$ cat src/sle_defs.svh
/*
 * Timing, count and code constants of the status LED blink encoder.
 * Assumes inclusion by bare name from the top design module only.
 */
`ifndef SLE_DEFS_SVH
`define SLE_DEFS_SVH

// Clock and tick
`define SLE_CLK_HZ        25000000
`define SLE_TICK_MS       1

// Blink phase times in milliseconds
`define SLE_FAST_MS       16'h0032
`define SLE_FLASH_MS      16'h00C8
`define SLE_PAUSE_MS      16'h03E8

// Flash counts of the bus error patterns
`define SLE_N_WARN        4'h1
`define SLE_N_GUARD       4'h2
`define SLE_N_SYNC        4'h3
`define SLE_N_EVENT       4'h4
`define SLE_N_ONE         4'h1

// Fast blinks that open a local fault report
`define SLE_N_BURST       4'h8

// Local fault codes
`define SLE_CODE_BREAK    4'h3
`define SLE_CODE_BADMSG   4'h4

// Watchdog slots
`define SLE_WD_GUARD      0
`define SLE_WD_HBEAT      1
`define SLE_WD_SYNC       2
`define SLE_WD_EVENT      3
`define SLE_WD_NUM        4

`endif

$ cat src/sle_pkg.sv
/*
 * Types of the status LED blink encoder.
 * Assumes nothing beyond a SystemVerilog compiler.
 */
package sle_pkg;

   // Node state reported by the protocol engine
   typedef enum logic [1:0] {
      SLE_NMT_STOPPED = 2'h0,
      SLE_NMT_PREOP   = 2'h1,
      SLE_NMT_OP      = 2'h2
   } sle_nmt_t;

   // Pattern shown on the bus error indicator
   typedef enum logic [5:0] {
      SLE_BP_OFF   = 6'b00_0001,
      SLE_BP_FAST  = 6'b00_0010,
      SLE_BP_WARN  = 6'b00_0100,
      SLE_BP_GUARD = 6'b00_1000,
      SLE_BP_SYNC  = 6'b01_0000,
      SLE_BP_EVENT = 6'b10_0000
   } sle_bus_pat_t;

   // Pattern shown on the node state indicator
   typedef enum logic [4:0] {
      SLE_NP_DARK  = 5'b0_0001,
      SLE_NP_FAST  = 5'b0_0010,
      SLE_NP_FLASH = 5'b0_0100,
      SLE_NP_BLINK = 5'b0_1000,
      SLE_NP_ON    = 5'b1_0000
   } sle_node_pat_t;

   // Local fault report sequencer
   typedef enum logic [3:0] {
      SLE_LS_IDLE  = 4'b0001,
      SLE_LS_BURST = 4'b0010,
      SLE_LS_CODE  = 4'b0100,
      SLE_LS_ARG   = 4'b1000
   } sle_loc_st_t;

endpackage

$ cat src/sle_blinker.sv
/*
 * Flash group generator: flash_n flashes of on_ms lit and off_ms dark,
 * the last dark phase stretched to pause_ms, repeating.
 * Assumes a one-cycle millisecond tick on the same clock.
 */
`timescale 1ns/10ps

module sle_blinker #(
   parameter int CW = 16
) (
   input  wire logic          ref_clk,    // System clock
   input  wire logic          srst,       // Sync reset, high
   input  wire logic          ms_tick,    // Millisecond enable
   input  wire logic          restart,    // Start over at first flash
   input  wire logic [3:0]    flash_n,    // Flashes per group
   input  wire logic [CW-1:0] on_ms,      // Lit time
   input  wire logic [CW-1:0] off_ms,     // Dark time between flashes
   input  wire logic [CW-1:0] pause_ms,   // Dark time after group
   output logic               led_on,     // Lit phase
   output logic               cycle_done  // Group finished, pulse
);

   logic          lit_ff;
   logic [CW-1:0] cnt_ff;
   logic [3:0]    idx_ff;
   logic          last;
   logic [CW-1:0] dark_lim;

   assign last     = (idx_ff >= flash_n);
   assign dark_lim = last ? pause_ms : off_ms;
   assign led_on   = lit_ff;
   assign cycle_done = ms_tick & ~lit_ff & last
                       & (cnt_ff >= dark_lim - CW'(1));

   always_ff @(posedge ref_clk) begin
      if (srst || restart) begin
         lit_ff <= 1'b1;
         cnt_ff <= '0;
         idx_ff <= 4'h1;
      end else if (ms_tick) begin
         if (lit_ff) begin
            if (cnt_ff >= on_ms - CW'(1)) begin
               lit_ff <= 1'b0;
               cnt_ff <= '0;
            end else begin
               cnt_ff <= cnt_ff + CW'(1);
            end
         end else if (cnt_ff >= dark_lim - CW'(1)) begin
            lit_ff <= 1'b1;
            cnt_ff <= '0;
            idx_ff <= last ? 4'h1 : idx_ff + 4'h1;
         end else begin
            cnt_ff <= cnt_ff + CW'(1);
         end
      end
   end

endmodule // sle_blinker

$ cat src/sle_status_led.sv
/*
 * Status LED blink encoder: bus error, node state, local I/O ok and
 * local I/O fault indicators, plus the supervision watchdogs whose
 * failures drive the node to pre-operational with outputs in error.
 * Assumes all status inputs come from logic on ref_clk; *_rx inputs
 * are one-cycle pulses. The supply indicators are not handled here.
 */
`timescale 1ns/10ps
`include "sle_defs.svh"

module sle_status_led #(
   parameter int MS_TICK_CYC = `SLE_CLK_HZ / (1000 / `SLE_TICK_MS),
   parameter int TW          = 24
) (
   input  wire logic        ref_clk,       // 25 MHz system clock
   input  wire logic        srst,          // Sync reset, high
   input  wire logic        baud_search,   // Baud rate not yet found
   input  wire logic        can_warn,      // Error warning limit passed
   input  wire logic [1:0]  nmt_state,     // Node state, sle_nmt_t
   input  wire logic        fw_pre_c0,     // Firmware older than C0
   input  wire logic [15:0] guard_ms,      // Guard time
   input  wire logic [7:0]  life_factor,   // Life time factor
   input  wire logic [15:0] hb_cons_ms,    // Consumer heartbeat time
   input  wire logic [15:0] sync_per_ms,   // Communication cycle period
   input  wire logic [15:0] event_ms,      // RxPDO event time
   input  wire logic        guard_rx,      // Guard message seen, pulse
   input  wire logic        hb_rx,         // Heartbeat seen, pulse
   input  wire logic        sync_rx,       // Sync seen, pulse
   input  wire logic        rpdo_rx,       // RxPDO seen, pulse
   input  wire logic        err_clr,       // Clear latched errors, pulse
   input  wire logic        io_link_up,    // Local link exchanging data
   input  wire logic        io_fault,      // Other local fault
   input  wire logic [3:0]  io_code,       // Code of other local fault
   input  wire logic [3:0]  io_arg,        // Argument of that fault
   input  wire logic        link_break,    // Link break located
   input  wire logic [3:0]  break_pos,     // Module before the receiver
   input  wire logic        bad_msgs,      // Too many faulty messages
   input  wire logic [3:0]  bad_pos,       // Module where they arise
   output logic             bus_err_led,   // Bus error LED, registered
   output logic             node_led,      // Node state LED, registered
   output logic             io_ok_led,     // Local ok LED, registered
   output logic             io_fault_led,  // Local fault LED, registered
   output logic             force_preop,   // Supervision error held
   output logic             pdo_stop,      // PDOs switched off
   output logic             outputs_err,   // Outputs to error values
   output logic             sdo_pdo_rej,   // SDO/PDO refused
   output logic             guard_err,     // Guard or heartbeat lost
   output logic             sync_err,      // Sync lost
   output logic             event_err      // Event timer expired
);

   localparam int DW = $clog2(MS_TICK_CYC);

   ////////////////////////////////////////////////////////////////////
   // Millisecond tick

   logic [DW-1:0] div_ff;
   logic          ms_tick;

   assign ms_tick = (div_ff == DW'(MS_TICK_CYC - 1));

   always_ff @(posedge ref_clk) begin
      if (srst || ms_tick) begin
         div_ff <= '0;
      end else begin
         div_ff <= div_ff + DW'(1);
      end
   end

   ////////////////////////////////////////////////////////////////////
   // Supervision watchdogs

   logic [TW-1:0] wd_lim  [`SLE_WD_NUM];
   logic          wd_en   [`SLE_WD_NUM];
   logic          wd_kick [`SLE_WD_NUM];
   logic          wd_err_ff [`SLE_WD_NUM];
   logic [TW-1:0] wd_cnt_ff [`SLE_WD_NUM];

   always_comb begin
      wd_lim[`SLE_WD_GUARD]  = TW'(guard_ms) * TW'(life_factor);
      wd_en[`SLE_WD_GUARD]   = (guard_ms != 16'h0000)
                               && (life_factor != 8'h00);
      wd_kick[`SLE_WD_GUARD] = guard_rx;
      wd_lim[`SLE_WD_HBEAT]  = TW'(hb_cons_ms);
      wd_en[`SLE_WD_HBEAT]   = (hb_cons_ms != 16'h0000);
      wd_kick[`SLE_WD_HBEAT] = hb_rx;
      wd_lim[`SLE_WD_SYNC]   = TW'({1'b0, sync_per_ms}
                               + {2'b00, sync_per_ms[15:1]});
      wd_en[`SLE_WD_SYNC]    = (sync_per_ms != 16'h0000);
      wd_kick[`SLE_WD_SYNC]  = sync_rx;
      wd_lim[`SLE_WD_EVENT]  = TW'(event_ms);
      wd_en[`SLE_WD_EVENT]   = (event_ms != 16'h0000);
      wd_kick[`SLE_WD_EVENT] = rpdo_rx;
   end

   for (genvar i = 0; i < `SLE_WD_NUM; i++) begin : g_wd
      always_ff @(posedge ref_clk) begin
         if (srst || !wd_en[i] || wd_kick[i]) begin
            wd_cnt_ff[i] <= '0;
         end else if (ms_tick && (wd_cnt_ff[i] < wd_lim[i])) begin
            wd_cnt_ff[i] <= wd_cnt_ff[i] + TW'(1);
         end
      end

      // Set wins over clear
      always_ff @(posedge ref_clk) begin
         if (srst) begin
            wd_err_ff[i] <= 1'b0;
         end else if (wd_en[i] && (wd_cnt_ff[i] >= wd_lim[i])) begin
            wd_err_ff[i] <= 1'b1;
         end else if (err_clr) begin
            wd_err_ff[i] <= 1'b0;
         end
      end
   end

   assign guard_err   = wd_err_ff[`SLE_WD_GUARD] | wd_err_ff[`SLE_WD_HBEAT];
   assign sync_err    = wd_err_ff[`SLE_WD_SYNC];
   assign event_err   = wd_err_ff[`SLE_WD_EVENT];
   assign force_preop = guard_err | sync_err | event_err;
   assign pdo_stop    = force_preop
                        | (nmt_state == sle_pkg::SLE_NMT_STOPPED);
   assign outputs_err = force_preop;
   assign sdo_pdo_rej = (nmt_state == sle_pkg::SLE_NMT_STOPPED)
                        && !force_preop;

   ////////////////////////////////////////////////////////////////////
   // Pattern selection

   sle_pkg::sle_bus_pat_t  bus_pat, bus_pat_ff;
   sle_pkg::sle_node_pat_t node_pat, node_pat_ff;

   always_comb begin
      if (baud_search) begin
         bus_pat = sle_pkg::SLE_BP_FAST;
      end else if (event_err) begin
         bus_pat = sle_pkg::SLE_BP_EVENT;
      end else if (sync_err) begin
         bus_pat = sle_pkg::SLE_BP_SYNC;
      end else if (guard_err) begin
         bus_pat = sle_pkg::SLE_BP_GUARD;
      end else if (can_warn) begin
         bus_pat = sle_pkg::SLE_BP_WARN;
      end else begin
         bus_pat = sle_pkg::SLE_BP_OFF;
      end
   end

   always_comb begin
      if (baud_search) begin
         node_pat = sle_pkg::SLE_NP_FAST;
      end else if (force_preop || nmt_state == sle_pkg::SLE_NMT_PREOP) begin
         node_pat = sle_pkg::SLE_NP_BLINK;
      end else if (nmt_state == sle_pkg::SLE_NMT_OP) begin
         node_pat = sle_pkg::SLE_NP_ON;
      end else if (fw_pre_c0) begin
         node_pat = sle_pkg::SLE_NP_DARK;
      end else begin
         node_pat = sle_pkg::SLE_NP_FLASH;
      end
   end

   always_ff @(posedge ref_clk) begin
      if (srst) begin
         bus_pat_ff  <= sle_pkg::SLE_BP_OFF;
         node_pat_ff <= sle_pkg::SLE_NP_DARK;
      end else begin
         bus_pat_ff  <= bus_pat;
         node_pat_ff <= node_pat;
      end
   end

   ////////////////////////////////////////////////////////////////////
   // Fieldbus indicators

   logic [3:0]  bus_n;
   logic [15:0] bus_on, bus_pause, node_on;
   logic        bus_lit, node_lit;

   always_comb begin
      unique case (bus_pat)
         sle_pkg::SLE_BP_FAST:  bus_n = `SLE_N_ONE;
         sle_pkg::SLE_BP_WARN:  bus_n = `SLE_N_WARN;
         sle_pkg::SLE_BP_GUARD: bus_n = `SLE_N_GUARD;
         sle_pkg::SLE_BP_SYNC:  bus_n = `SLE_N_SYNC;
         sle_pkg::SLE_BP_EVENT: bus_n = `SLE_N_EVENT;
         default:               bus_n = `SLE_N_ONE;
      endcase
      bus_on    = baud_search ? `SLE_FAST_MS : `SLE_FLASH_MS;
      bus_pause = baud_search ? `SLE_FAST_MS : `SLE_PAUSE_MS;
      node_on   = (node_pat == sle_pkg::SLE_NP_FLASH) ? `SLE_PAUSE_MS
                                                      : `SLE_FLASH_MS;
   end

   sle_blinker #(.CW(16)) u_bus_blk (
      .ref_clk    (ref_clk),
      .srst       (srst),
      .ms_tick    (ms_tick),
      .restart    (bus_pat != bus_pat_ff),
      .flash_n    (bus_n),
      .on_ms      (bus_on),
      .off_ms     (bus_on),
      .pause_ms   (bus_pause),
      .led_on     (bus_lit),
      .cycle_done ()
   );

   // Node blinker: single flash group; node_on is its dark time
   sle_blinker #(.CW(16)) u_node_blk (
      .ref_clk    (ref_clk),
      .srst       (srst),
      .ms_tick    (ms_tick),
      .restart    (node_pat != node_pat_ff),
      .flash_n    (`SLE_N_ONE),
      .on_ms      (`SLE_FLASH_MS),
      .off_ms     (node_on),
      .pause_ms   (node_on),
      .led_on     (node_lit),
      .cycle_done ()
   );

   always_ff @(posedge ref_clk) begin
      if (srst) begin
         bus_err_led <= 1'b0;
         node_led    <= 1'b0;
      end else begin
         bus_err_led <= (bus_pat != sle_pkg::SLE_BP_OFF) && bus_lit;
         unique case (node_pat)
            sle_pkg::SLE_NP_DARK:  node_led <= 1'b0;
            sle_pkg::SLE_NP_FAST:  node_led <= !bus_lit;
            sle_pkg::SLE_NP_ON:    node_led <= 1'b1;
            default:               node_led <= node_lit;
         endcase
      end
   end

   ////////////////////////////////////////////////////////////////////
   // Local I/O indicators

   logic                 loc_fault;
   logic [3:0]           loc_code, loc_arg;
   logic [3:0]           loc_n;
   logic [15:0]          loc_on;
   logic                 loc_lit, loc_done;
   sle_pkg::sle_loc_st_t loc_st_ff, nxt_loc_st;

   always_comb begin
      if (link_break) begin
         loc_code = `SLE_CODE_BREAK;
         loc_arg  = break_pos;
      end else if (bad_msgs) begin
         loc_code = `SLE_CODE_BADMSG;
         loc_arg  = bad_pos;
      end else begin
         loc_code = io_code;
         loc_arg  = io_arg;
      end
   end

   assign loc_fault = link_break | bad_msgs | io_fault;

   always_comb begin
      nxt_loc_st = loc_st_ff;
      if (!loc_fault) begin
         nxt_loc_st = sle_pkg::SLE_LS_IDLE;
      end else begin
         unique case (loc_st_ff)
            sle_pkg::SLE_LS_IDLE:  nxt_loc_st = sle_pkg::SLE_LS_BURST;
            sle_pkg::SLE_LS_BURST: if (loc_done) begin
               nxt_loc_st = sle_pkg::SLE_LS_CODE;
            end
            sle_pkg::SLE_LS_CODE:  if (loc_done) begin
               nxt_loc_st = (loc_arg == 4'h0) ? sle_pkg::SLE_LS_BURST
                                              : sle_pkg::SLE_LS_ARG;
            end
            sle_pkg::SLE_LS_ARG:   if (loc_done) begin
               nxt_loc_st = sle_pkg::SLE_LS_BURST;
            end
            default:               nxt_loc_st = sle_pkg::SLE_LS_IDLE;
         endcase
      end
   end

   always_ff @(posedge ref_clk) begin
      if (srst) begin
         loc_st_ff <= sle_pkg::SLE_LS_IDLE;
      end else begin
         loc_st_ff <= nxt_loc_st;
      end
   end

   always_comb begin
      unique case (loc_st_ff)
         sle_pkg::SLE_LS_BURST: loc_n = `SLE_N_BURST;
         sle_pkg::SLE_LS_CODE:  loc_n = loc_code;
         sle_pkg::SLE_LS_ARG:   loc_n = loc_arg;
         default:               loc_n = `SLE_N_ONE;
      endcase
      loc_on = (loc_st_ff == sle_pkg::SLE_LS_BURST) ? `SLE_FAST_MS
                                                    : `SLE_FLASH_MS;
   end

   sle_blinker #(.CW(16)) u_loc_blk (
      .ref_clk    (ref_clk),
      .srst       (srst),
      .ms_tick    (ms_tick),
      .restart    (nxt_loc_st != loc_st_ff),
      .flash_n    (loc_n),
      .on_ms      (loc_on),
      .off_ms     (loc_on),
      .pause_ms   (`SLE_PAUSE_MS),
      .led_on     (loc_lit),
      .cycle_done (loc_done)
   );

   always_ff @(posedge ref_clk) begin
      if (srst) begin
         io_ok_led    <= 1'b0;
         io_fault_led <= 1'b0;
      end else begin
         io_ok_led    <= io_link_up && !loc_fault;
         io_fault_led <= (loc_st_ff != sle_pkg::SLE_LS_IDLE)
                         && loc_lit;
      end
   end

endmodule // sle_status_led

$ cat config.mk
export PLATFORM = sky130hd
export DESIGN_NAME = sle_status_led
export DESIGN_NICKNAME = d
export VERILOG_FILES = /design/src/sle_pkg.sv /design/src/sle_blinker.sv /design/src/sle_status_led.sv
export VERILOG_INCLUDE_DIRS = /design/src
export SDC_FILE = /design/constraint.sdc
export NUM_CORES = 1
export LEC_CHECK = 0
export ABC_AREA = 1
export BUFFER_PORTS_ARGS = -buffer_cell sky130_fd_sc_hd__buf_2
export CAP_MARGIN = 40
export CORE_UTILIZATION = 60
export CTS_BUF_LIST = sky130_fd_sc_hd__clkbuf_8
export CTS_CLUSTER_SIZE = 24
export DETAILED_ROUTE_END_ITERATION = 10
export PLACE_DENSITY_LB_ADDON = 0.15
export SYNTH_ARGS = -nofsm -noshare
export SYNTH_HDL_FRONTEND = slang
export SYNTH_SLANG_ARGS = --single-unit
export TNS_END_PERCENT = 100
$ cat constraint.sdc
create_clock -name ref_clk -period 10.8 [get_ports ref_clk]
set_input_delay 0.54 -clock ref_clk [delete_from_list [all_inputs] [get_ports ref_clk]]
set_output_delay 0.54 -clock ref_clk [all_outputs]
set_load 0.005 [all_outputs]
# == Word-level counts from Yosys, hierarchy flattened ==
# Memories as Yosys holds them, arrays and structs flattened.
# Cells that the tools add are included.
# totals
n_memories,2
register_bits,93
word_cells,242
in_bits,104
output_inout_bits,11
rom_bits,0
ramBits,100
latch_bits,0
# memory_table
name,depth,word_bits,rd,rd_ports_with_merged_regs,write_ports,line_no,rtl
wd_cnt_ff,4,24,4,0,4,sle_status_led.sv:77,logic [TW-1:0] wd_cnt_ff [`SLE_WD_NUM];
wd_err_ff,4,1,4,0,4,sle_status_led.sv:76,logic wd_err_ff [`SLE_WD_NUM];
# op_classes
shifts,0
n_div,0
addsub,16
multipliers,1
bitwise_logic,23
eq_ne,19
mux,107
n_reduce_logical,42
n_lt_le_gt_ge,16
# ops
op,n
16-bit 2-to-1 mux,9
"24-bit by 1-bit adder with 24-bit output, second input constant",4
24-bit 2-to-1 mux,4
16-bit greater-or-equal comparator,5
1-bit 2-to-1 mux,64
16-bit nonzero test,4
"16-bit by 1-bit adder with 16-bit output, second input constant",3
24-bit by 16-bit greater-or-equal comparator with 1-bit output,2
24-bit by 16-bit < comparator with 1-bit output,2
4-bit 2-to-1 mux,12
10-bit 2-to-1 mux,4
"16-bit by 1-bit subtractor with 16-bit output, second input constant",2
24-bit by 17-bit greater-or-equal comparator with 1-bit output,1
24-bit greater-or-equal comparator,1
24-bit by 17-bit < comparator with 1-bit output,1
24-bit < comparator,1
16-bit by 8-bit multiplier with 24-bit output,1
5-bit 2-to-1 mux,4
1-bit OR,18
"8-bit by 1-bit subtractor with 9-bit output, second input constant",2
16-bit by 15-bit adder with 17-bit output,1
"16-bit by 8-bit greater-or-equal comparator with 1-bit output, second input constant",1
8-bit 2-to-1 mux,2
4-bit one-hot mux with 4 select lines,1
other kinds (38),75

# == Longest topological paths before layout ==
# Gate-level depths: netlist of the first run.
# An unclocked memory read counts as a cell.
# logic_depth
depth_word,14
mapped_depth,34
ltp_nobuf,33

# == By module ==
# From an unflattened synthesis of the first run, not the netlist that was laid out.
# hier_totals
hier_cells,3257
hier_area_um2,22887.0
# modules_own_cells
mod,cells_each,seq_area_each_um2,n_inst,area_per_inst_um2
sle_status_led,1808,3663.5,1,13785.7
sle_blinker (u_bus_blk),484,420.4,1,3081.7
sle_blinker (u_loc_blk),484,420.4,1,3016.6
sle_blinker (u_node_blk),481,420.4,1,3002.9

# == Least setup slack after synthesis of the first run ==
# Ideal clock, no wire load.
# synth_timing
path_kind,in2reg
from,input port life_factor[7]
to,memory wd_cnt_ff[0][0] (enable)
arrival_time_ns,6.221
slack_ns,4.199
path_buffers,2
required_ns,10.419
setup_time_ns,0.381
path_stages,27
path_cell_list,clkbuf_1 clkbuf_1 nand2_1 fa_1 fa_1 inv_1 fa_1 inv_1 fa_1 inv_1 ha_1 a21o_1 a21oi_1 o21ai_0 a21oi_1 o21bai_1 nand2_1 nand2_1 xor2_1 ha_1 nand3_1 inv_1 a21oi_1 nand2_1 a31oi_1 nand2_1 nand2_1
# synth_rtl
element,line_no,rtl
from (decl),sle_status_led.sv:22,"input wire logic [7:0] life_factor,"
to (decl),sle_status_led.sv:77,

==> results of run 1 <==
==> power breakdown <==
| group | switching (mW) | internal [mW] |
|---|---|---|
| combinational | 0.736 | 0.483 |
| sequential | 0.0234 | 0.794 |
| clock | 0.327 | 0.190 |
==> area by class of cell <==
class	count	area, um^2	share of cell area (%)
clock inverter	15	211	1.11
timing repair buffer	121	678	3.56
multi-input combinational	1652	11000	57.8
clock buffer	17	234	1.23
sequential	192	4840	25.4
inverter	423	1590	8.34
tap	384	480	2.52
==> cell families (layout without fill, tap and decap cells) <==
group / after synthesis / after routing
buf+inv: 477 / 576
xor+xnor: 88 / 88
compound gates: 285 / 285
fa+ha+maj: 277 / 277
simple gates: 975 / 975
other cells: 2 / 27
flops: 192 / 192
==> path summary, 6_finish.rpt <==
kind,end,slack [ns],cells after the start,from
worst max-delay path,wd_cnt_ff[0][20],4.12,29,life_factor[7]
worst min-delay path,io_ok_led,0.26,3,io_link_up
worst max register to register,u_loc_blk.cnt_ff[7],6.11,31,loc_st_ff[3]
worst min register to register,u_node_blk.cnt_ff[12],0.45,2,u_node_blk.cnt_ff[12]
==> sequential cells by signal, summed over array words and instances, names as in the netlist, 4 cells and up <==
signal,flops
u_bus_blk.cnt_ff,16
u_bus_blk.idx_ff,4
wd_cnt_ff,96
u_loc_blk.idx_ff,4
div_ff,15
bus_pat_ff,6
u_loc_blk.cnt_ff,16
loc_st_ff,4
wd_err_ff,4
node_pat_ff,4
u_node_blk.cnt_ff,16
==> layout by cell type, fill, tap and decap left out, types with 5 or more instances in the layout <==
cell type and instances:
o31ai_1 12, nor2_4 13, clkbuf_8 17, inv_1 412
o22ai_1 5, o21a_1 6, nor3_1 57, nand3_2 5
or2_2 6, ha_1 192, a211oi_1 8, o21bai_1 5
nor3b_1 19, nand2_1 436, edfxtp_1 100, o21ai_0 54
xnor2_1 39, a21o_1 6, buf_2 114, o211ai_1 7
fa_1 85, a31oi_1 9, inv_2 10, nand3_1 106
nand4_1 53, dfxtp_1 92, xor2_1 49, nor2_1 227
nor4_1 27, a21oi_1 153, conb_1 27
==> worst max-delay path: cells and delay by family <==
kind                     cells  cell delay, ns
AND/OR/NAND/NOR              8            1.17
AO/OA/AOI/OAI                7            1.33
adder cells (fa/ha/maj)      6            2.77
XOR/XNOR                     1            0.16
buffers and inverters        7            1.00
==> routing by layer <==
metal  part of all wire [%]  routed length (um)
met1                     46               17400
met3                    4.4                1660
met4                   0.82                 308
met2                     48               18100
met5                      0                   0
==> summary by stage, run 1 <==
Run status
The run finished with clean final reports.

Worst setup path
The delay of the slowest critical-path stage is 0.56 ns. STA classifies the critical path endpoint as a flop. Data on the critical path is required at its endpoint by around 11 ns. The worst setup path is launched from a primary input. The largest individual stage delay along the critical path comes from the cell fa_1.

STA puts the critical path data arrival time at 7.00 ns. The worst-path maximum fanout is 18. The critical path class is in -> reg.

Floorplan
The count of boundary I/O pins is around 120. The die covers between 20000 and 30000 um^2. The die span in y is between 150 and 200 um.

The core region is around 29000 um^2. The site row count is 62. The starting density of the core is about three fifths.

The floorplan die width is between 150 and 200 um.

Global routing
For this run, global-route usage on met2 was measured as between 40 and 50%. The total global routing overflow is 0. The global-route track usage on met1 is 35.2%. Entering global routing, the biggest net connects 43 pins. Global routing used 26.0% of the available tracks across all layers. The via count of the first global-routing pass was 14577.

The initial antenna violation count is 0. In the global route stage, met3 resource usage came out at a little under 3%. The layer carrying the most global-route usage is met2. The global-route wire length before repair is 65700 um.

Layout
After routing the design area is around 19000 um^2. Of the cells placed in the final design, the portion with a size suffix greater than 1 is under 10%. The net count reported at finish is 2788. The final-layout fill cell count is between 2000 and 2500. The final core area utilization is approximately 66%. The layout overhead on the synthesized area is 8.39%. The number of antenna diodes in the final layout is 0. The non-filler instance count after layout is approximately 2800.

Clocking
Clock latency on the worst-skew pair, taken at its later pin, is 0.48 ns. For this design, the CTS-stage hold fixing added 0 buffers. The number of levels in the clock H-tree is 4. The clock tree from TritonCTS is yes. Buffers added to address setup during post-CTS repair amount to 0. The number of gates given a new drive strength after cts is 0. No sink is reached through more buffers than the 2 on the longest clock path. After clock tree synthesis, the clock-pin slew on the worst setup and hold paths is 0.14 ns. The TritonCTS sink count is approximately 190.

Buffers inserted during clock tree synthesis total 17. The clock tree root buffer cell is clkbuf_8.

Power and ir drop
VDD sags by at most about 0.09 mV. Summed over all cells, the static leakage comes to 9.18 nW. After layout, the design draws a total of around 2.6 mW. The power per cell area is about 130 nW/um^2.

Timing
The number of pins with negative max-slew slack in the final report is 0. The max-slew headroom at the worst pin is about 51%. The shortest clock period the worst path allows after layout is approximately 6.7 ns. For the pin with the worst max-slew slack, the measured transition is between 0.7 and 0.8 ns. The hold violation count in the final report came to 0.

Setup violations remaining at the end of the flow were counted as 0. Derived from the worst setup path, the maximum achievable clock frequency is around 150 MHz. The worst hold slack is roughly 0.26 ns. The fraction of the cycle the final worst path needs is about three fifths. Setup repair after global routing left no endpoint under its margin. For the final database, setup skew stands at about 0.032 ns. Summed over all failing endpoints, the final setup total negative slack is 0 ns. Setup slack closes at 4.12 ns.

Yosys
The dominant combinational cell family by area after synthesis is simple AND/OR/NAND/NOR gates. The simple logic cell fraction of the synthesized area is ~25%. The fraction of registers with async set or reset after synthesis is 0%.

Counting instances in the post-synthesis netlist gives the leading cell types as nand2_1, inv_1, nor2_1, ha_1, a21oi_1. The portion of the post-synthesis area used by sequential elements is between 20% and 30%. The portion of synthesized area spent on multiplexers is 0%.

After synthesis, the largest area contributor takes up approximately 17% of total cell area. Ranked by total cell area, the synthesized netlist is headed by edfxtp_1, ha_1, dfxtp_1. The synthesized area divided by synthesized cell count is roughly 7.6 um^2.

The netlist uses 58 different library cells. Synthesis handed over a netlist of 2296 instances. The count of state elements after synthesis is 192. Yosys mapped a number of flops with a built-in enable equal to 100. Yosys printed 0 warnings. The combined area of all synthesized cells is roughly 18000 um^2. The largest area contributor in the synthesized netlist is edfxtp_1. Of the total synthesized cell area, the portion taken by XOR and XNOR cells is 4.39%. The most common flop cell mapped by yosys is edfxtp_1. The synthesized netlist devotes between 20% and 30% of its cell area to adder and majority cells. The synthesized netlist devotes under 10% of its cell area to compound gates.

The most used standard cell by instance count after synthesis is nand2_1.

Placed design
The count of port buffers added during placement is around 110. The half-perimeter wire length of the detailed placement result is slightly below 30000 um. The placer congestion estimate is around 0.9. The placed instance count is between 2000 and 3000. Prior to clock tree synthesis, the placed netlist has a worst setup slack of approximately 3.7 ns. The post-detailed-placement cell area is about 19000 um^2.

Flow run
The number of max-cap violations is 0.

Routing
The number of nets with antenna violations after routing is 0. The final routed DRC violation total is 0. In the final routed layout, each cell accounts on average for approximately 13 um. For this run, the detailed router's first-pass iteration total came to 8. The final wirelength is 37500 um.

The via count normalized by instance count is ~5.4. Across all layers, the routed design uses between 15000 and 20000 vias. The starting DRC count in detailed routing is ~1000.

Hold path
In this run the worst hold path is classified as in -> reg.
Note: power is estimated with default switching activity, not from simulation.
==> run 2, diff against run 1 <==
CORE_UTILIZATION = 58   (was 60)
clock period = 6 ns   (was 10.8 ns; I/O delays follow)
==> run 2 against run 1 <==
Effect of this change: sequential cell count stayed put; critical endpoint is now wd_cnt_ff[0][10]; design area rose by 1.3%; final cell count rose by 1.4%; die area up 3.4%; clock-buffer cell count unchanged; non-clock buffer count grew 34; critical path depth down 2; wire length barely moved; global-route usage down 0.72 points.
==> summary by stage, run 2 (synthesis gave the netlist of run 1 again) <==
Layout
The commonest non-fill, non-tap cell in the layout is nand2_1. The share of layout cells above drive strength 1 is about a tenth. The layout overhead on the synthesized area is 9.84%.

The register bank with the most flops is wd_cnt_ff. The register with the most flip-flops in the layout has between 90 and 100 of them. The antenna diode count is 0. The non-filler instance count after layout is roughly 2800.

The net count reported at finish is ~2800. The final core area utilization is between 60% and 70%. The library cells used most frequently in the layout, excluding fill and tap cells, are nand2_1, inv_1, nor2_1.

Timing
The number of pins with negative max-slew slack in the final report came to 0. The top achievable clock speed is ~180 MHz. The max-slew headroom at the worst pin is about half. After layout, the minimum clock period comes to roughly 5.6 ns. The clock tree skew after final layout is slightly above 0.03 ns. The number of endpoints failing setup at the final stage is 0. Dividing the final minimum period by the clock period gives a little over nine tenths.

At the pin with the least slew margin, the transition time is between 0.7 and 0.8 ns. Setup repair after global routing left no endpoint under its margin. The hold violation count in the final report was 0.

Floorplan
The die is ~180 um wide. The initial utilization of the core area, before any placement, comes to 59.1%. The site row count is between 60 and 70. The die span in y is approximately 180 um.

The total die area is slightly above 30000 um^2. The count of boundary I/O pins is around 120. The area of the core is a little under 30000 um^2.

Clocking
The number of hold buffers added after CTS was 0. CTS saw between 150 and 200 sinks. The clock tree from TritonCTS is yes. After clock tree synthesis, the clock-pin slew on the worst setup and hold paths is around 0.11 ns. Clock tree synthesis selected as its root buffer the cell clkbuf_8.

In this run, post-CTS repair resized a total of 0 instances. The total setup buffers inserted after CTS is 0. The clock tree synthesis step divided the H-tree into 4 levels. The buffer levels on the longest clock path is 2. Buffers inserted during clock tree synthesis total 17. At the later pin of the worst-skew pair, clock insertion delay measures approximately 0.5 ns.

Routing
The post-detailed-route wirelength per cell is approximately 13 um. Detailed routing inserted a total of about 15000 vias. The routed design has around 37000 um of wire. In the routed design, unresolved DRC markers number 0. The starting DRC count in detailed routing is approximately 800. The via count normalized by instance count is about 5.3. The pre-antenna-repair detailed-routing pass consisted of 6 iterations.

In this run the remaining antenna-violating nets after routing total 0.

Placed design
After detailed placement, the design holds a cell count of approximately 2800. The congestion estimate from routability-driven global placement came to 0.866. The half-perimeter wire length of the detailed placement result is 29900 um. The count of port buffers added during placement is around 110.

Worst setup path
The critical path arrival is between 5 and 6 ns. The critical path in this run is classified as in -> reg. At the worst endpoint, the required time is ~6.3 ns. In this run the critical register-to-register path is launched from loc_st_ff[0]. The worst-path maximum fanout is 10. The kind of capture point of the worst setup path is a flop.

By instance count, the cell type seen most on the critical path is inv_1. Counting both buffers and inverters, the worst setup path holds a total of 8. The worst setup path is launched from a primary input. The delay of the slowest critical-path stage is around 0.55 ns. The largest individual stage delay along the critical path comes from the cell fa_1.

The critical path starts at life_factor[7]. On the critical path the largest part of the delay comes from adder cells.

Power and ir drop
The portion of total power attributed to sequential cells is a little under a third. The worst-case IR drop observed on VDD is between 0.15 and 0.2 mV. For this design the total switching power over the nets is roughly 1.9 mW. Of the total power, combinational logic draws ~50%. The internal power summed over all cells is about 2.8 mW.

For this design the ratio of total power to cell area is 243 nW/um^2. Of the total power, the clock network draws 18.5%. The fraction of power spent switching nets is 41.2%. The static leakage is around 9.3 nW.

Flow run
The number of max-cap violations is 0.

Global routing
The initial antenna violation count is 0. Entering global routing, the biggest net connects 43 pins. The via count of the first global-routing pass is ~15000.

The total global routing overflow is 0. The global-route wire length before repair is between 60000 and 70000 um. The total routing resource utilization after global routing is roughly a quarter.

Hold path
The tightest min-delay check is of the in -> reg type. The launch instance of the worst min-delay path is io_link_up.

Run status
The run finished with clean final reports.
[run 2: path summary, 6_finish.rpt]
kind / cells after the start / slack, ns / endpoint
min reg2reg: 2 / 0.46 / u_node_blk.cnt_ff[13]
max: 27 / 0.37 / wd_cnt_ff[0][10]
min: 3 / 0.05 / io_ok_led
max reg2reg: 31 / 1.43 / u_loc_blk.cnt_ff[0]
[run 2: worst min-delay path: stages]
cell	delay (ns)
buf_2	0.10
nand2_1	0.05
nor2_1	0.04
[run 2: layout make-up]
| type | count | area, um^2 |
|---|---|---|
| multi-input combinational | 1652 | 11000 |
| fill | 2628 | 10400 |
| sequential | 192 | 4840 |
| inverter | 423 | 1590 |
| timing repair buffer | 155 | 943 |
| tap | 390 | 488 |
| clock buffer | 17 | 234 |
| clock inverter | 15 | 169 |
[run 2: per-layer routing]
| layer | wire [um] | vias up | global-route usage, % |
|---|---|---|---|
| met4 | 628 | 0 | 6.81 |
| li1 | - | 7739 | - |
| met5 | 0 | - | 0 |
| met3 | 1490 | 48 | 3.08 |
| met2 | 18000 | 303 | 44.3 |
| met1 | 17400 | 7017 | 32.6 |
[run 2: power groups by stage]
stage	clock network, mW	logic, mW	registers, mW
finish	0.866	2.35	1.47
global route	0.933	2.75	1.48
CTS	0.887	2.36	1.47
detailed placement	0	2.33	1.50
global placement	0	2.28	1.50
floorplan	0	1.68	1.49
[run 2: per-stage QoR]
step | setup WS [ns] | hold slack [ns] | total power [mW] | setup TNS (ns) | instance area (um^2)
finish | 0.373 | 0.0523 | 4.69 | 0 | 19300
global route | 0.00776 | 0.0357 | 5.17 | 0 | 19300
global placement | -0.280 | 0.430 | 3.78 | -11.85 | 18800
floorplan | 0.0124 | 0.400 | 3.16 | 0 | 17700
CTS | 0.160 | 0.0264 | 4.72 | 0 | 19300
detailed placement | -0.313 | 0.442 | 3.84 | -10.89 | 18900
==> run 3, diff against run 2 <==
CAP_MARGIN = unset   (was 40)
CTS_BUF_LIST = sky130_fd_sc_hd__clkbuf_4 sky130_fd_sc_hd__clkbuf_8   (was sky130_fd_sc_hd__clkbuf_8)
==> run 3 against run 2 <==
Effect of this change: clock power grew 5.0%; sequential power barely moved; non-clock buffer count is 2 lower; via count rose by 0.38%; die area unchanged; combinational power about the same; total power up 1.2%; worst setup slack improved by 0.092 ns; critical path type unchanged; critical endpoint unchanged; largest cell class unchanged.
==> summary by stage, run 3 (synthesis gave the netlist of run 1 again) <==
Run status
The run finished with clean final reports.

Routing
In the detailed route, the total length drawn on met3 is approximately 1500 um. The detail route stage leaves a number of antenna-violating nets equal to 0. The top layer used by detailed routing is met5. The starting DRC count in detailed routing is 869. Using the TritonRoute via totals, the vias-per-cell ratio works out to 5.34. The via count is approximately 15000. The final wirelength is 37700 um. Detailed routing placed a total of approximately 18000 um of wire on met2. The sum of routed wire segments on met1 is roughly 17000 um. The post-detailed-route wirelength per cell is 13.2 um. In the routed design, unresolved DRC markers number 0. The first detailed-routing pass took 5 iterations.

Worst setup path
The critical path class is in -> reg. For the worst setup path, the data arrival time is 5.83 ns. The worst setup path is captured at a flop. The largest individual stage delay along the critical path comes from the cell fa_1.

In this run the worst path has a maximum fanout of 10. The most numerous cell on the critical path is inv_1. The worst setup path is launched from a primary input.

The delay of the slowest critical-path stage is about 0.55 ns. The required time of the worst setup path is roughly 6.3 ns.

Timing
The hold violation count in the final report is 0. The fraction of the cycle the final worst path needs is 92.2%. Setup repair after global routing left no endpoint under its margin. The number of pins with negative max-slew slack in the final report was 0. At the pin with the least slew margin, the transition time is between 1 and 1.5 ns. The top achievable clock speed is between 150 and 200 MHz. The clock period could shrink to roughly 5.5 ns. The clock tree skew after final layout is approximately 0.032 ns.

Headroom to the max-slew limit came out at between 30 and 40%. The number of endpoints failing setup at the final stage is 0.

Clocking
For the worst-skew pair, the clock arrives at the later sink with an insertion delay of about 0.49 ns. The cell sitting at the root of the clock tree is a clkbuf_8. For this design, the CTS-stage hold fixing added 0 buffers. TritonCTS built the clock tree.

Counting the buffers created by CTS gives 17. The number of levels in the clock H-tree is 4. The register clock-pin slew on the reported worst setup and hold paths is 0.11 ns.

In this run the deepest clock path goes through 2 buffers. The TritonCTS sink count is ~190.

Hold path
The tightest min-delay check is of the in -> reg type.

Power and ir drop
The fraction of power spent switching nets is roughly two fifths. The maximum VDD drop is between 0.15 and 0.2 mV. The part of the total power dissipated in the clock network is a little under a fifth. The internal power summed over all cells is between 2 and 3 mW. Power spread over the standard cell area amounts to between 200 and 250 nW/um^2. Sequential cells account for between 30 and 40% of the total power.

The analysis attributes to cell leakage a power of between 9 and 10 nW. The switching power total is slightly below 2 mW. Combinational cells account for about half of the total power.

Global routing
The pin count of the biggest net entering global routing is 43. The via count of the first global-routing pass was ~15000. The total routing resource utilization after global routing is 25.4%. The initial antenna violation count was 1. The first global-routing pass estimated 65800 um of wire.

The total global routing overflow is 0.

Layout
The flip-flop count of the largest register, all copies and words added is 96. Once layout is done, the placed cells without fillers occupy 19300 um^2. The repair_antennas step left the layout with diodes totalling 0. Measured on the finished design, the core utilization comes to ~65%. The post-route netlist has under 10% of its cells at a drive strength greater than 1. The top cell types in the final layout, fill and taps aside, are nand2_1, inv_1, nor2_1.

Ranked by flip-flop count, first place goes to wd_cnt_ff. The net count of the finished layout is around 2800. The area growth from synthesis to layout is 9.85%. The library cell used most frequently in the layout, excluding fill and tap cells, is nand2_1.

Floorplan
The die is 176 um tall. The die covers a little over 30000 um^2. In this run the horizontal extent of the chip is around 180 um. 115 I/O pins were placed. The area of the core is about 30000 um^2. The site row count is 63.

Once the floorplan was initialized, standard cells occupied slightly below 60% of the core.

Placed design
Once placement finished, the instance area stood at between 15000 and 20000 um^2. Buffers placed on the I/O ports in this run total between 100 and 150. The placer congestion estimate is between 0.8 and 0.9. The HPWL after detailed placement is 30000 um.

Flow run
The number of max-cap violations is 0.
==> run 3: through the flow <==
stage               cells  setup WS [ns]  hold WS, ns  setup TNS, ns  power, mW
floorplan            2321         0.0124        0.400              0       3.16
detailed placement   2809         -0.321        0.442         -11.31       3.83
global route         2842         0.0362       0.0272              0       5.21
finish               2842          0.465       0.0464              0       4.75
global placement     2809         -0.280        0.430         -11.85       3.78
CTS                  2841          0.143       0.0246              0       4.75
==> run 3: layout make-up <==
type	count	area [um^2]
Fill cell	2623	10400
Tap cell	390	488
Sequential cell	192	4840
Clock inverter	15	191
Timing Repair Buffer	153	913
Multi-Input combinational cell	1652	11000
Inverter	423	1590
Clock buffer	17	234
==> run 3: worst max-delay path: cells and delay by family <==
kind            cells  cell delay [ns]
simple gates        9             1.32
compound gates      3             0.53
buf+inv             8             0.81
fa+ha+maj           6             2.73
xor+xnor            1             0.13
==> run 3: power by group through the flow <==
| stage | Clock [mW] | Combinational, mW | Sequential, mW |
|---|---|---|---|
| global placement | 0 | 2.28 | 1.50 |
| global route | 0.971 | 2.76 | 1.48 |
| finish | 0.909 | 2.36 | 1.47 |
| floorplan | 0 | 1.68 | 1.49 |
| detailed placement | 0 | 2.33 | 1.50 |
| CTS | 0.924 | 2.35 | 1.47 |
==> run 3: worst paths after layout <==
check                                           start                     to  slack [ns]  cells after the start
worst max-delay path                   life_factor[7]       wd_cnt_ff[0][10]        0.47                     27
worst min-delay path                       io_link_up              io_ok_led        0.05                      3
worst max register to register           loc_st_ff[0]    u_loc_blk.cnt_ff[3]        1.42                     31
worst min register to register  u_node_blk.cnt_ff[13]  u_node_blk.cnt_ff[13]        0.45                      2
==> run 3: what timing repair did <==
item / CTS / global route
endpoints found under the setup margin: 0 / 50
setup buffers: 0 / 1
gates resized for setup: 0 / 5
==> run 3: metal layers <==
metal  track usage (%)  up-vias
li1                  -     7726
met1              33.1     7075
met2              44.2      314
met3              3.12       48
met4              6.74        2
met5                 0        -
